**config.mk**
```make
export PLATFORM = sky130hd
export DESIGN_NAME = stbp_bridge
export DESIGN_NICKNAME = d
export VERILOG_FILES = /design/src/verilog/stbp_bridge.v
export VERILOG_INCLUDE_DIRS = /design/src /design/src/include
export SDC_FILE = /design/constraint.sdc
export NUM_CORES = 2
export LEC_CHECK = 0
export ABC_AREA = 0
export BUFFER_PORTS_ARGS = -buffer_cell sky130_fd_sc_hd__buf_2
export CAP_MARGIN = 25
export CORE_AREA = 2 2 357 359
export DETAILED_ROUTE_END_ITERATION = 12
export DIE_AREA = 0 0 359 361
export GPL_ROUTABILITY_DRIVEN = 0
export PLACE_DENSITY = 0.72
export SYNTH_ARGS = -nofsm -noshare
export SYNTH_HDL_FRONTEND = slang
export SYNTH_SLANG_ARGS = --single-unit
```
**constraint.sdc**
```tcl
create_clock -name pclk -period 13.1 [get_ports pclk]
set_clock_uncertainty 0.15 [all_clocks]
set_input_delay 0.655 -clock pclk [delete_from_list [all_inputs] [get_ports pclk]]
set_output_delay 0.655 -clock pclk [all_outputs]
set_load 0.01 [all_outputs]
```
**src/include/stbp_regs.vh**
```
`ifndef STBP_REGS_VH
`define STBP_REGS_VH
// ============================================================
// Clock and protocol tick
`define STBP_CLK_HZ        125000000
`define STBP_TICK_S        1
`define STBP_TICK_CYCLES   (`STBP_TICK_S * `STBP_CLK_HZ)
`define STBP_HOLD_TICKS    1
// ============================================================
// Register byte offsets
`define STBP_CTRL          12'h000
`define STBP_BID_HI        12'h004
`define STBP_BID_LO        12'h008
`define STBP_BTIMES        12'h00C
`define STBP_AGEING        12'h010
`define STBP_STATUS        12'h014
`define STBP_ROOT_COST     12'h018
`define STBP_DROOT_HI      12'h01C
`define STBP_DROOT_LO      12'h020
`define STBP_ACT_TIMES     12'h024
`define STBP_PORT_BASE     12'h040
`define STBP_PORT_STRIDE   3
// ============================================================
// Control bits (write one to pulse)
`define STBP_CTRL_ROOT     0
`define STBP_CTRL_TC       1
// Time field positions in the times registers
`define STBP_T_MAXAGE      7:0
`define STBP_T_HELLO       15:8
`define STBP_T_FWD         23:16
// Status bits
`define STBP_ST_ISROOT     0
`define STBP_ST_TC         1
`define STBP_ST_TCDET      2
`define STBP_ST_RPORT      31:16
// ============================================================
// Reset values
`define STBP_RST_BID_HI    32'h80000000
`define STBP_RST_BID_LO    32'h00000001
`define STBP_RST_MAXAGE    8'h14
`define STBP_RST_HELLO     8'h02
`define STBP_RST_FWD       8'h0F
`define STBP_RST_AGEING    16'h012C
`define STBP_RST_PCOST     32'h00000013
`endif

```
**src/verilog/stbp_bridge.v**
```verilog
// The implementer's own choices: the placing of the registers and the APB interface to the registers.
`timescale 1ns/1ps
`include "stbp_regs.vh"

// Contract
// - Root bridge holds root path cost of zero.
// - Non-root cost is root port designated cost plus its path cost.
// - Root port is the port with smallest designated cost plus path cost.
// - Ties broken by designated bridge, then designated port, then own port id.
// - While root, root port reads zero and is meaningless.
// - Sent messages carry designated root and own bridge identifier.
// - On expiry of root info or management request, become root candidate.
// - Bridge id priority part is more significant than address part.
// - As root or candidate, use own max age, hello and forward delay.
// - Non-root bridges adopt max age and forward delay from the root.
// - Port listens one forward delay, learns one forward delay, then forwards.
// - Discard received info whose message age exceeds max age.
// - Non-root resends change notices every hello time until acknowledged.
// - Detected change on a root bridge sets topology change indication.
// - Non-root copies change flag; root asserts it during change time.
// - Topology change time is bridge max age plus bridge forward delay.
// - Root sets change flag in every message during the change period.
// - Ageing uses forward delay during topology change, else long ageing.
// - Notice received on designated port sets ack flag in next message.
// - Change notices carry no fields beyond their type.
// - At most one configuration message per port per hold time.
// - Message due during hold is kept pending and sent on hold expiry.
module stbp_bridge #(
  parameter NPORTS      = 4,
  parameter TICK_CYCLES = `STBP_TICK_CYCLES,
  parameter HOLD_TICKS  = `STBP_HOLD_TICKS
) (
  input  wire                 pclk,
  input  wire                 presetn,
  input  wire                 psel,
  input  wire                 penable,
  input  wire                 pwrite,
  input  wire [11:0]          paddr,
  input  wire [31:0]          pwdata,
  output reg  [31:0]          prdata,
  output wire                 pready,
  output reg                  pslverr,
  input  wire [NPORTS-1:0]    port_en,
  input  wire [NPORTS-1:0]    port_designated,
  input  wire [32*NPORTS-1:0] port_dcost,
  input  wire [64*NPORTS-1:0] port_dbridge,
  input  wire [16*NPORTS-1:0] port_dport,
  input  wire                 info_expired,
  input  wire                 tc_event,
  input  wire                 rx_valid,
  input  wire [NPORTS-1:0]    rx_port_sel,
  input  wire [63:0]          rx_root_id,
  input  wire [7:0]           rx_msg_age,
  input  wire [7:0]           rx_max_age,
  input  wire [7:0]           rx_hello,
  input  wire [7:0]           rx_fwd,
  input  wire                 rx_tc,
  input  wire                 rx_tca,
  input  wire [NPORTS-1:0]    tcn_rx,
  input  wire [NPORTS-1:0]    cfg_due,
  input  wire [NPORTS-1:0]    port_start,
  input  wire [NPORTS-1:0]    port_block,
  output reg                  tick,
  output reg  [NPORTS-1:0]    cfg_tx,
  output reg                  tcn_tx,
  output reg  [63:0]          tx_root_id,
  output reg  [31:0]          tx_cost,
  output reg  [63:0]          tx_bridge_id,
  output reg  [7:0]           tx_max_age,
  output reg  [7:0]           tx_hello,
  output reg  [7:0]           tx_fwd,
  output reg                  tx_tc,
  output reg  [NPORTS-1:0]    tx_tca,
  output reg  [15:0]          root_port,
  output reg  [31:0]          root_cost,
  output wire                 is_root,
  output wire [NPORTS-1:0]    port_learn,
  output wire [NPORTS-1:0]    port_fwd,
  output reg  [15:0]          ageing_time
);

  // Port sequencer states
  localparam [3:0] ST_BLOCK  = 4'b0001;
  localparam [3:0] ST_LISTEN = 4'b0010;
  localparam [3:0] ST_LEARN  = 4'b0100;
  localparam [3:0] ST_FWD    = 4'b1000;

  // ============================================================
  // Configuration and held state
  reg  [31:0]          bid_hi;
  reg  [31:0]          bid_lo;
  reg  [7:0]           br_max_age;
  reg  [7:0]           br_hello;
  reg  [7:0]           br_fwd;
  reg  [15:0]          long_ageing;
  reg  [32*NPORTS-1:0] path_cost;
  reg  [16*NPORTS-1:0] port_id;
  reg  [63:0]          droot;
  reg  [7:0]           rx_max_age_held;
  reg  [7:0]           rx_hello_held;
  reg  [7:0]           rx_fwd_held;
  reg                  rx_tc_held;
  reg                  tc_detected;
  reg                  tc;
  reg  [8:0]           tc_timer;
  reg  [7:0]           tcn_timer;
  reg  [31:0]          tick_cnt;
  reg  [NPORTS-1:0]    root_sel;

  // Priority part on top makes it the most significant in any compare
  wire [63:0] bid = {bid_hi, bid_lo};
  assign is_root = (droot == bid);

  // Active times: own values as root, adopted values otherwise
  wire [7:0] act_max_age = is_root ? br_max_age : rx_max_age_held;
  wire [7:0] act_hello   = is_root ? br_hello   : rx_hello_held;
  wire [7:0] act_fwd     = is_root ? br_fwd     : rx_fwd_held;
  wire [8:0] tc_time     = {1'b0, br_max_age} + {1'b0, br_fwd};

  // Write and read strobes; the slave never inserts wait states
  wire wr_en = psel & penable & pwrite;
  wire rd_en = psel & ~penable & ~pwrite;
  assign pready = 1'b1;

  // ============================================================
  // Functions
  // Ordering key: lower value wins at every stage of the tie-break
  function [127:0] stbp_key;
    input [31:0] cost;
    input [63:0] dbr;
    input [15:0] dprt;
    input [15:0] pid;
    begin
      stbp_key = {cost, dbr, dprt, pid};
    end
  endfunction

  // Port register decode, shared by reads and writes
  function stbp_port_hit;
    input [11:0] addr;
    input integer idx;
    input integer word;
    begin
      stbp_port_hit = (addr == (`STBP_PORT_BASE + idx * 8 + word * 4));
    end
  endfunction

  // ============================================================
  // Protocol tick divider; all timers count these
  always @(posedge pclk or negedge presetn)
  begin
    if (!presetn)
    begin
      tick_cnt <= 32'h00000000;
      tick     <= 1'b0;
    end
    else if (tick_cnt == TICK_CYCLES - 1)
    begin
      tick_cnt <= 32'h00000000;
      tick     <= 1'b1;
    end
    else
    begin
      tick_cnt <= tick_cnt + 32'h00000001;
      tick     <= 1'b0;
    end
  end

  // ============================================================
  // Root port selection over enabled ports
  reg  [127:0]      best_key;
  reg  [NPORTS-1:0] next_root_sel;
  reg  [31:0]       best_cost;
  reg  [15:0]       best_pid;
  reg  [127:0]      cand;
  integer           i;

  always @*
  begin
    best_key      = {128{1'b1}};
    next_root_sel = {NPORTS{1'b0}};
    best_cost     = 32'h00000000;
    best_pid      = 16'h0000;
    cand          = 128'h0;
    for (i = 0; i < NPORTS; i = i + 1)
    begin
      cand = stbp_key(port_dcost[32*i +: 32] + path_cost[32*i +: 32],
                      port_dbridge[64*i +: 64], port_dport[16*i +: 16],
                      port_id[16*i +: 16]);
      if (port_en[i] && !port_designated[i] && cand < best_key)
      begin
        best_key      = cand;
        next_root_sel = {NPORTS{1'b0}};
        next_root_sel[i] = 1'b1;
        best_cost     = cand[127:96];
        best_pid      = cand[15:0];
      end
    end
  end

  // Registered root port and cost
  always @(posedge pclk or negedge presetn)
  begin
    if (!presetn)
    begin
      root_port <= 16'h0000;
      root_cost <= 32'h00000000;
      root_sel  <= {NPORTS{1'b0}};
    end
    else if (is_root)
    begin
      root_port <= 16'h0000;
      root_cost <= 32'h00000000;
      root_sel  <= {NPORTS{1'b0}};
    end
    else
    begin
      root_port <= best_pid;
      root_cost <= best_cost;
      root_sel  <= next_root_sel;
    end
  end

  // ============================================================
  // Received configuration info; stale info is dropped outright
  wire rx_fresh = rx_valid && (rx_msg_age <= act_max_age);
  wire rx_take  = rx_fresh && ((rx_port_sel & root_sel) != {NPORTS{1'b0}} || rx_root_id < droot);

  always @(posedge pclk or negedge presetn)
  begin
    if (!presetn)
    begin
      droot           <= {`STBP_RST_BID_HI, `STBP_RST_BID_LO};
      rx_max_age_held <= `STBP_RST_MAXAGE;
      rx_hello_held   <= `STBP_RST_HELLO;
      rx_fwd_held     <= `STBP_RST_FWD;
      rx_tc_held      <= 1'b0;
    end
    else if (info_expired || (wr_en && paddr == `STBP_CTRL && pwdata[`STBP_CTRL_ROOT]))
      droot <= bid;
    else if (rx_take)
    begin
      droot           <= rx_root_id;
      rx_max_age_held <= rx_max_age;
      rx_hello_held   <= rx_hello;
      rx_fwd_held     <= rx_fwd;
      rx_tc_held      <= rx_tc;
    end
  end

  // ============================================================
  // Topology change: detection, notices toward root, root period
  wire tc_set = tc_event || (wr_en && paddr == `STBP_CTRL && pwdata[`STBP_CTRL_TC]);
  wire tc_ack = rx_take && rx_tca && !is_root;

  always @(posedge pclk or negedge presetn)
  begin
    if (!presetn)
    begin
      tc_detected <= 1'b0;
      tc_timer    <= 9'h000;
      tcn_timer   <= 8'h00;
      tcn_tx      <= 1'b0;
    end
    else
    begin
      tcn_tx <= 1'b0;
      // New detection wins over an acknowledgement in the same cycle
      if (tc_set)
        tc_detected <= 1'b1;
      else if (tc_ack || is_root)
        tc_detected <= 1'b0;
      if (is_root && (tc_detected || tc_set))
        tc_timer <= tc_time;
      else if (tick && tc_timer != 9'h000)
        tc_timer <= tc_timer - 9'h001;
      // Notices carry type only, so one strobe is enough
      if (tc_detected && !is_root && !tc_ack)
      begin
        if (tcn_timer == 8'h00)
        begin
          tcn_tx    <= 1'b1;
          tcn_timer <= br_hello;
        end
        else if (tick)
          tcn_timer <= tcn_timer - 8'h01;
      end
      else
        tcn_timer <= 8'h00;
    end
  end

  // Indication and filtering ageing choice
  always @(posedge pclk or negedge presetn)
  begin
    if (!presetn)
    begin
      tc          <= 1'b0;
      ageing_time <= `STBP_RST_AGEING;
    end
    else
    begin
      tc          <= is_root ? (tc_timer != 9'h000 || tc_detected) : rx_tc_held;
      ageing_time <= tc ? {8'h00, act_fwd} : long_ageing;
    end
  end

  // ============================================================
  // Per-port transmit pacing, ack flag and forwarding sequencer
  wire [NPORTS-1:0] send_now;
  genvar g;
  generate
    for (g = 0; g < NPORTS; g = g + 1)
    begin : gen_port
      reg [7:0] hold_cnt;
      reg       pending;
      reg [3:0] state;
      reg [7:0] fwd_cnt;
      wire      hold_busy = (hold_cnt != 8'h00);

      // Send immediately when idle, else defer until hold ends
      assign send_now[g] = port_en[g] && !hold_busy && (cfg_due[g] || pending);
      assign port_learn[g] = (state == ST_LEARN) || (state == ST_FWD);
      assign port_fwd[g]   = (state == ST_FWD);

      always @(posedge pclk or negedge presetn)
      begin
        if (!presetn)
        begin
          hold_cnt  <= 8'h00;
          pending   <= 1'b0;
          tx_tca[g] <= 1'b0;
          cfg_tx[g] <= 1'b0;
        end
        else
        begin
          cfg_tx[g] <= send_now[g];
          if (send_now[g])
            hold_cnt <= HOLD_TICKS[7:0];
          else if (tick && hold_busy)
            hold_cnt <= hold_cnt - 8'h01;
          if (cfg_due[g] && hold_busy)
            pending <= 1'b1;
          else if (send_now[g])
            pending <= 1'b0;
          // Fresh notice wins over the clear by a send
          if (tcn_rx[g] && port_designated[g])
            tx_tca[g] <= 1'b1;
          else if (cfg_tx[g])
            tx_tca[g] <= 1'b0;
        end
      end

      // Listen and learn each last one forward delay
      always @(posedge pclk or negedge presetn)
      begin
        if (!presetn)
        begin
          state   <= ST_BLOCK;
          fwd_cnt <= 8'h00;
        end
        else if (port_block[g] || !port_en[g])
          state <= ST_BLOCK;
        else
        begin
          case (state)
            ST_BLOCK:
            begin
              if (port_start[g])
              begin
                state   <= ST_LISTEN;
                fwd_cnt <= act_fwd;
              end
            end
            ST_LISTEN, ST_LEARN:
            begin
              if (fwd_cnt == 8'h00)
              begin
                state   <= (state == ST_LISTEN) ? ST_LEARN : ST_FWD;
                fwd_cnt <= act_fwd;
              end
              else if (tick)
                fwd_cnt <= fwd_cnt - 8'h01;
            end
            ST_FWD:
              state <= ST_FWD;
            default:
              state <= ST_BLOCK;
          endcase
        end
      end
    end
  endgenerate

  // Shared message fields, captured whenever any port sends
  always @(posedge pclk or negedge presetn)
  begin
    if (!presetn)
    begin
      tx_root_id   <= 64'h0;
      tx_bridge_id <= 64'h0;
      tx_cost      <= 32'h00000000;
      tx_max_age   <= 8'h00;
      tx_hello     <= 8'h00;
      tx_fwd       <= 8'h00;
      tx_tc        <= 1'b0;
    end
    else if (send_now != {NPORTS{1'b0}})
    begin
      tx_root_id   <= droot;
      tx_bridge_id <= bid;
      tx_cost      <= root_cost;
      tx_max_age   <= act_max_age;
      tx_hello     <= act_hello;
      tx_fwd       <= act_fwd;
      tx_tc        <= tc;
    end
  end

  // ============================================================
  // APB register writes
  integer k;
  always @(posedge pclk or negedge presetn)
  begin
    if (!presetn)
    begin
      bid_hi      <= `STBP_RST_BID_HI;
      bid_lo      <= `STBP_RST_BID_LO;
      br_max_age  <= `STBP_RST_MAXAGE;
      br_hello    <= `STBP_RST_HELLO;
      br_fwd      <= `STBP_RST_FWD;
      long_ageing <= `STBP_RST_AGEING;
      path_cost   <= {NPORTS{`STBP_RST_PCOST}};
      port_id     <= {16*NPORTS{1'b0}};
    end
    else if (wr_en)
    begin
      case (paddr)
        `STBP_BID_HI:
          bid_hi <= pwdata;
        `STBP_BID_LO:
          bid_lo <= pwdata;
        `STBP_BTIMES:
        begin
          br_max_age <= pwdata[`STBP_T_MAXAGE];
          br_hello   <= pwdata[`STBP_T_HELLO];
          br_fwd     <= pwdata[`STBP_T_FWD];
        end
        `STBP_AGEING:
          long_ageing <= pwdata[15:0];
        default:
        begin
          for (k = 0; k < NPORTS; k = k + 1)
          begin
            if (stbp_port_hit(paddr, k, 0))
              path_cost[32*k +: 32] <= pwdata;
            if (stbp_port_hit(paddr, k, 1))
              port_id[16*k +: 16] <= pwdata[15:0];
          end
        end
      endcase
    end
  end

  // Read data captured in setup so the access phase is zero-wait
  reg [31:0] next_prdata;
  reg        next_err;
  integer    m;
  always @*
  begin
    next_prdata = 32'h00000000;
    next_err    = 1'b0;
    case (paddr)
      `STBP_CTRL:      next_prdata = 32'h00000000;
      `STBP_BID_HI:    next_prdata = bid_hi;
      `STBP_BID_LO:    next_prdata = bid_lo;
      `STBP_BTIMES:    next_prdata = {8'h00, br_fwd, br_hello, br_max_age};
      `STBP_AGEING:    next_prdata = {16'h0000, long_ageing};
      `STBP_STATUS:    next_prdata = {root_port, 13'h0000, tc_detected, tc, is_root};
      `STBP_ROOT_COST: next_prdata = root_cost;
      `STBP_DROOT_HI:  next_prdata = droot[63:32];
      `STBP_DROOT_LO:  next_prdata = droot[31:0];
      `STBP_ACT_TIMES: next_prdata = {ageing_time[7:0], act_fwd, act_hello, act_max_age};
      default:
      begin
        next_err = 1'b1;
        for (m = 0; m < NPORTS; m = m + 1)
        begin
          if (stbp_port_hit(paddr, m, 0))
          begin
            next_prdata = path_cost[32*m +: 32];
            next_err    = 1'b0;
          end
          if (stbp_port_hit(paddr, m, 1))
          begin
            next_prdata = {16'h0000, port_id[16*m +: 16]};
            next_err    = 1'b0;
          end
        end
      end
    endcase
  end

  always @(posedge pclk or negedge presetn)
  begin
    if (!presetn)
    begin
      prdata  <= 32'h00000000;
      pslverr <= 1'b0;
    end
    else if (psel && !penable)
    begin
      prdata  <= rd_en ? next_prdata : 32'h00000000;
      pslverr <= next_err;
    end
  end

endmodule

```
==> Word level (Yosys, flattened, before mapping) <==
Cells that the tools add are included.
{ "op_classes": {"addsub": 16, "n_bitwise": 13, "eq_ne": 52, "n_reduce_logical": 132, "magnitude_cmp": 6, "mux": 115} }
{ "ops": {"columns": ["operator", "count"], "rows": [
  ["32-bit two-way mux", 15],
  ["128-bit < comparator", 3],
  ["128-bit two-way mux", 3],
  ["32-bit one-hot mux with 10 select lines", 1],
  ["8-bit two-way mux", 26],
  ["32-bit adder", 4],
  ["128-bit < comparator, second input constant", 1],
  ["64-bit two-way mux", 2],
  ["12-bit by 7-bit == test with 1-bit output, second input constant", 8],
  ["16-bit two-way mux", 6],
  ["4-bit two-way mux", 18],
  ["8-bit by 1-bit subtractor with 8-bit output, second input constant", 9],
  ["64-bit == test", 1],
  ["64-bit < comparator", 1],
  ["8-bit one-hot mux with 2 select lines", 4],
  ["12-bit by 5-bit == test with 1-bit output, second input constant", 4],
  ["4-bit one-hot mux with 3 select lines", 4],
  ["1-bit logical AND", 40],
  ["8-bit zero test", 5],
  ["2-bit nonzero test", 19],
  ["3-bit != test, second input constant", 12],
  ["32-bit by 1-bit adder with 32-bit output, second input constant", 1],
  ["32-bit by 27-bit == test with 1-bit output, second input constant", 1],
  ["1-bit two-way mux", 32],
  ["30 further kinds", 114]
]} }
{ "word_totals": {"output_inout_bits": 302, "input_bits": 626, "wordCells": 397, "regBits": 816} }

==> Logic depth before layout (Yosys ltp) <==
{ "logic_depth": {"word_depth": 14, "mapped_depth": 56, "depth_no_buf": 48} }

==> Worst setup path before layout <==
OpenSTA, ideal clock, no wires.
{ "synth_path": {"path_kind": "input to register", "startpoint": "in port_dcost[32]", "endpoint": "reg root_cost[6]", "required_ns": 12.850, "setup_ns": 0.100, "path_buffers": 8, "arrival_ns": 11.507, "stages": 50, "setup_slack_ns": 1.343, "cell_sequence": "ha_1 -> fa_1 -> a211o_1 -> a2111oi_0 -> nor4b_1 -> o2111ai_1 -> a21oi_1 -> nor2_1 -> a21oi_1 -> a21oi_1 -> o21ai_0 -> xor2_1 -> ha_1 -> nand4_1 -> nor4_1 -> nand4_1 -> or4_4 -> o41ai_4 -> (+14 left out) -> and2_1 -> buf_4 -> buf_2 -> buf_2 -> nor2_1 -> a21oi_1 -> ha_1 -> nand4_1 -> or2_2 -> or4b_2 -> a2111o_1 -> a2111oi_0 -> o211a_4 -> or2_1 -> buf_6 -> buf_8 -> mux2i_1 -> a311oi_1"} }
{ "synth_between": {"elab_chain_len": 11, "elab_cells_between_ends": 13, "cone_classes": "1 x add/sub; 3 x order compare; 6 x mux; 3 x reduce/logical"} }
{ "synth_lines": {"columns": ["element", "line", "source"], "rows": [
  ["start, declared", "stbp_bridge.v:45", "input wire [32*NPORTS-1:0] port_dcost,"],
  ["32-bit adder *", "stbp_bridge.v:187", "cand = stbp_key(port_dcost[32*i +: 32] + path_cost[32*i +: 32],"],
  ["128-bit < comparator", "stbp_bridge.v:190", "if (port_en[i] && !port_designated[i] && cand < best_key)"],
  ["1-bit logical AND", "stbp_bridge.v:190", null],
  ["128-bit two-way mux", "stbp_bridge.v:190", null],
  ["128-bit < comparator", "stbp_bridge.v:190", null],
  ["1-bit logical AND", "stbp_bridge.v:190", null],
  ["128-bit two-way mux", "stbp_bridge.v:190", null],
  ["128-bit < comparator", "stbp_bridge.v:190", null],
  ["1-bit logical AND", "stbp_bridge.v:190", null],
  ["32-bit two-way mux *", "stbp_bridge.v:190", null],
  ["32-bit two-way mux *", "stbp_bridge.v:210", "else if (is_root)"],
  ["end signal, assigned", "stbp_bridge.v:219", "root_cost <= best_cost;"],
  ["end, declared", "stbp_bridge.v:75", "output reg [31:0] root_cost,"]
]} }
Mark *: on every way between the ends. The rest lies on a longest branch, timed or not.
A chain may end at the register's enable or synchronous reset.

==> Final worst setup path <==
{ "layout_path": {"startpoint": "reg path_cost[33]", "endpoint": "reg root_cost[10]"} }
{ "layout_between": {"elab_chain_len": 11, "elab_cells_between_ends": 13, "cone_classes": "1 x add/sub; 3 x order compare; 6 x mux; 3 x reduce/logical"} }
{ "layout_lines": {"columns": ["element", "line", "source"], "rows": [
  ["start, declared", "stbp_bridge.v:96", "reg [32*NPORTS-1:0] path_cost;"],
  ["start signal, assigned", "stbp_bridge.v:433", "path_cost <= {NPORTS{`STBP_RST_PCOST}};"],
  ["start signal, assigned by index", "stbp_bridge.v:456", "path_cost[32*k +: 32] <= pwdata;"],
  ["32-bit adder *", "stbp_bridge.v:187", null],
  ["128-bit < comparator", "stbp_bridge.v:190", null],
  ["1-bit logical AND", "stbp_bridge.v:190", null],
  ["128-bit two-way mux", "stbp_bridge.v:190", null],
  ["128-bit < comparator", "stbp_bridge.v:190", null],
  ["1-bit logical AND", "stbp_bridge.v:190", null],
  ["128-bit two-way mux", "stbp_bridge.v:190", null],
  ["128-bit < comparator", "stbp_bridge.v:190", null],
  ["1-bit logical AND", "stbp_bridge.v:190", null],
  ["32-bit two-way mux *", "stbp_bridge.v:190", null],
  ["32-bit two-way mux *", "stbp_bridge.v:210", null]
]} }
Marked as above.

==> impl_results.md <==
* Register bit total from synthesis at between 800 and 900
* R2R Setup Slk at approximately 0.37 ns
* Async set-reset flop share out of synthesis at between 90% and 100%
* Syn avg cell area at between 9 and 10 µm²
* Inst Count DP at around 8.5k
* Leak pwr at about 34 nW
* Hold Path End: tx_tca[0]
* Routed wire per std cell at 29.9 µm
* Most frequent cells in the layout: buf_2 (927), dfrtp_1 (774), nor2_1 (622)
* # H-tree levels at 3
* Fin nets at 8166
* Layout cells sized above 1 at 25.9%
* Worst-skew pair later-pin latency at between 0.7 and 0.8 ns
* Hold_sp: tcn_rx[0]
* Slowest CP cell: dfstp_2
* Register area share after synthesis at a little over a third
* RR Startpoint: path_cost[33]
* Hpwl dp at around 210000 µm
* Final setup viols at 0
* Port bufs at 926
* Warnings, synthesis at 0
* Netlist Area Pre-Place at around 57000 µm²
* Count of pins over their slew limit at 0
* CTS root buf: clkbuf_16
* Commonest non-fill, non-tap cell in the layout: buf_2
* Die W at ~360 µm
* Mapped Nets at between 7k and 8k
* Crit path largest cell delay at about 0.59 ns
* Antenna violations before repair at between 90 and 100
* Clock slew at reported path FFs at approximately 0.06 ns
* Critical Path RT at 13.53 ns
* Min Hold Slack at roughly 0.025 ns
* DRC viols at 1
* Total Routing Usage GR at 38.7%
* Max cap viols at 0
* DR pass1 iterations at 13
* TritonCTS clock tree: done
* Core Area at roughly 130000 µm²
* Ports at 928
* Reg2Reg Depth at ~50
* WP data arrival at about 13 ns
* TritonCTS Sinks at approximately 800
* Worst hold path class: primary input to register
* Vias in the first global route at 53.9k
* Post-synth top flop: dfrtp_1
* Mapped Cells at between 6k and 7k
* Layout area overhead at 17.5%
* Worst Setup Path Type: register to register
* Fin crit share at 97.2%
* Most frequent CP cell: o21ai_0
* Detail Route Antenna Nets at 0
* Worst vdd ir at ~0.11 mV
* Die H at around 360 µm
* Fillers at between 10k and 15k
* Pwr Density at roughly 110 nW/µm²
* Crit-path max FO at 64
* Max-slew headroom at between 15 and 20%
* Largest net degree at the start of global routing at about 170
* Reg-to-Reg End: root_cost[10]
* Die Footprint at between 100000 and 150000 µm²
* Number of flops mapped to enable cells by yosys at 0
* Crit path capture type: register
* First-pass GRT wire length at around 370000 µm
* Fmax achieved at slightly below 0.08 GHz
* Longest Clk Path Bufs at 3
* Outcome: finished, violations left
* Worst Tran Pin Value at roughly 1.2 ns
* Worst hold stages at 3
* DR vias/cell at approximately 6.5
* Iter 0 DRT Violations at around 7k
* Violated checks: design-rule violations
* Starting Density at 45.8%
* Synth cell types at 94
* Vias post-DR at ~57k
* Final cell count without fillers at 8743
* CTS Buf Count at 87
* Fin. Hold Viols at 0
* WL final at ~260000 µm
* Tmin final at 12.73 ns
* Std-Cell Rows at 130
* Startpoint types: register
* Grt ovf at 0
[worst max path at each step]
stage / startpoint / to / slack [ns]
2_1_floorplan: port_dcost[32] / root_cost[6] / 1.34
3_3_place_gp: port_dcost[32] / root_cost[31] / -0.15
3_5_place_dp: port_dcost[32] / root_cost[7] / -0.42
4_1_cts: path_cost[32] / root_cost[3] / 0.02
5_1_grt: path_cost[32] / root_cost[10] / -0.16
6_report: path_cost[33] / root_cost[10] / 0.37
[layout make-up]
| class | count | area, µm² | share of cell area, % |
|---|---|---|---|
| inverter | 175 | 657 | 0.972 |
| clock buffer | 129 | 2570 | 3.80 |
| tap | 1650 | 2060 | 3.06 |
| sequential | 816 | 20500 | 30.3 |
| clock inverter | 34 | 399 | 0.591 |
| antenna | 82 | 205 | 0.304 |
| multi-input combinational | 4797 | 35300 | 52.3 |
| timing repair buffer | 1060 | 5860 | 8.68 |
[what timing repair did]
item,in CTS,in global routing
endpoints found under the setup margin,50,52
hold buffers,1,0
hold endpoints to repair,97,0
pin swaps,0,9
resized for setup,1,20
setup buffers,0,11
cloned,1,2
[worst max-delay path, delay by kind of cell (launching register included)]
family,cells,cell delay [ns]
AO/OA/AOI/OAI,26,6.09
AND/OR/NAND/NOR,10,2.24
buffers and inverters,9,1.78
adder cells (fa/ha/maj),4,1.22
flip-flops,1,0.59
XOR/XNOR,1,0.34
multiplexers,1,0.12
[flip-flops by register name (all words and copies together), names as in the netlist, 64 cells and up]
register / flops
tx_root_id: 64
tx_bridge_id: 64
port_id: 64
path_cost: 128
droot: 64
[synth_stat cells (98+ instances only)]
master | n | area [µm²]
xnor2_1 | 135 | 1180
nor2_1 | 634 | 2380
nand4_1 | 135 | 845
nand3_1 | 116 | 581
clkbuf_1 | 211 | 792
a21oi_1 | 499 | 2500
dfrtp_1 | 774 | 19400
a21o_1 | 148 | 1110
inv_1 | 173 | 649
o21ai_0 | 332 | 1660
mux2i_1 | 98 | 981
xor2_1 | 117 | 1020
nor3_1 | 98 | 490
ha_1 | 598 | 7480
mux2_2 | 488 | 5500
nand2_1 | 390 | 1460
[power by group]
group	switching (mW)	leakage, nW	internal, mW
sequential	0.262	10.9	2.68
clock	1.13	1.44	1.47
combinational	1.14	22.2	0.665
total	2.53	34.5	4.82
[kinds of logic (layout without fill, tap and decap cells)]
logic type | Yosys count | in the layout | synth area share, %
AO/OA/AOI/OAI | 1639 | 1639 | 18.7
XOR/XNOR | 252 | 252 | 3.84
adder cells (fa/ha/maj) | 604 | 604 | 13.2
buffers and inverters | 471 | 1398 | 3.37
flip-flops | 816 | 816 | 35.6
multiplexers | 586 | 586 | 11.3
other | 1 | 83 | 0.00652
AND/OR/NAND/NOR | 1712 | 1715 | 14.0
[layer usage]
metal / track usage, % / up-vias / part of all wire (%)
met5: 1.15 / - / 0.25
met4: 27.9 / 64 / 8.8
met3: 15.8 / 1197 / 13
met2: 58.1 / 3882 / 43
met1: 44.7 / 27300 / 36
li1: - / 24500 / -
[stage by stage]
step | util [%] | instance area [µm²] | TNS (ns) | power, mW | setup WS [ns]
floorplan | - | 57500 | 0 | 3.83 | 1.34
finish | 53.9 | 67600 | 0 | 7.35 | 0.371
global route | 53.8 | 67400 | -2.83 | 7.58 | -0.161
CTS | 53.5 | 67000 | 0 | 7.24 | 0.0202
global placement | 51.1 | 64000 | -1.11 | 4.61 | -0.146
detailed placement | 51.1 | 64100 | -13.91 | 4.67 | -0.420
No activity file was read; power rests on OpenSTA's default activity.
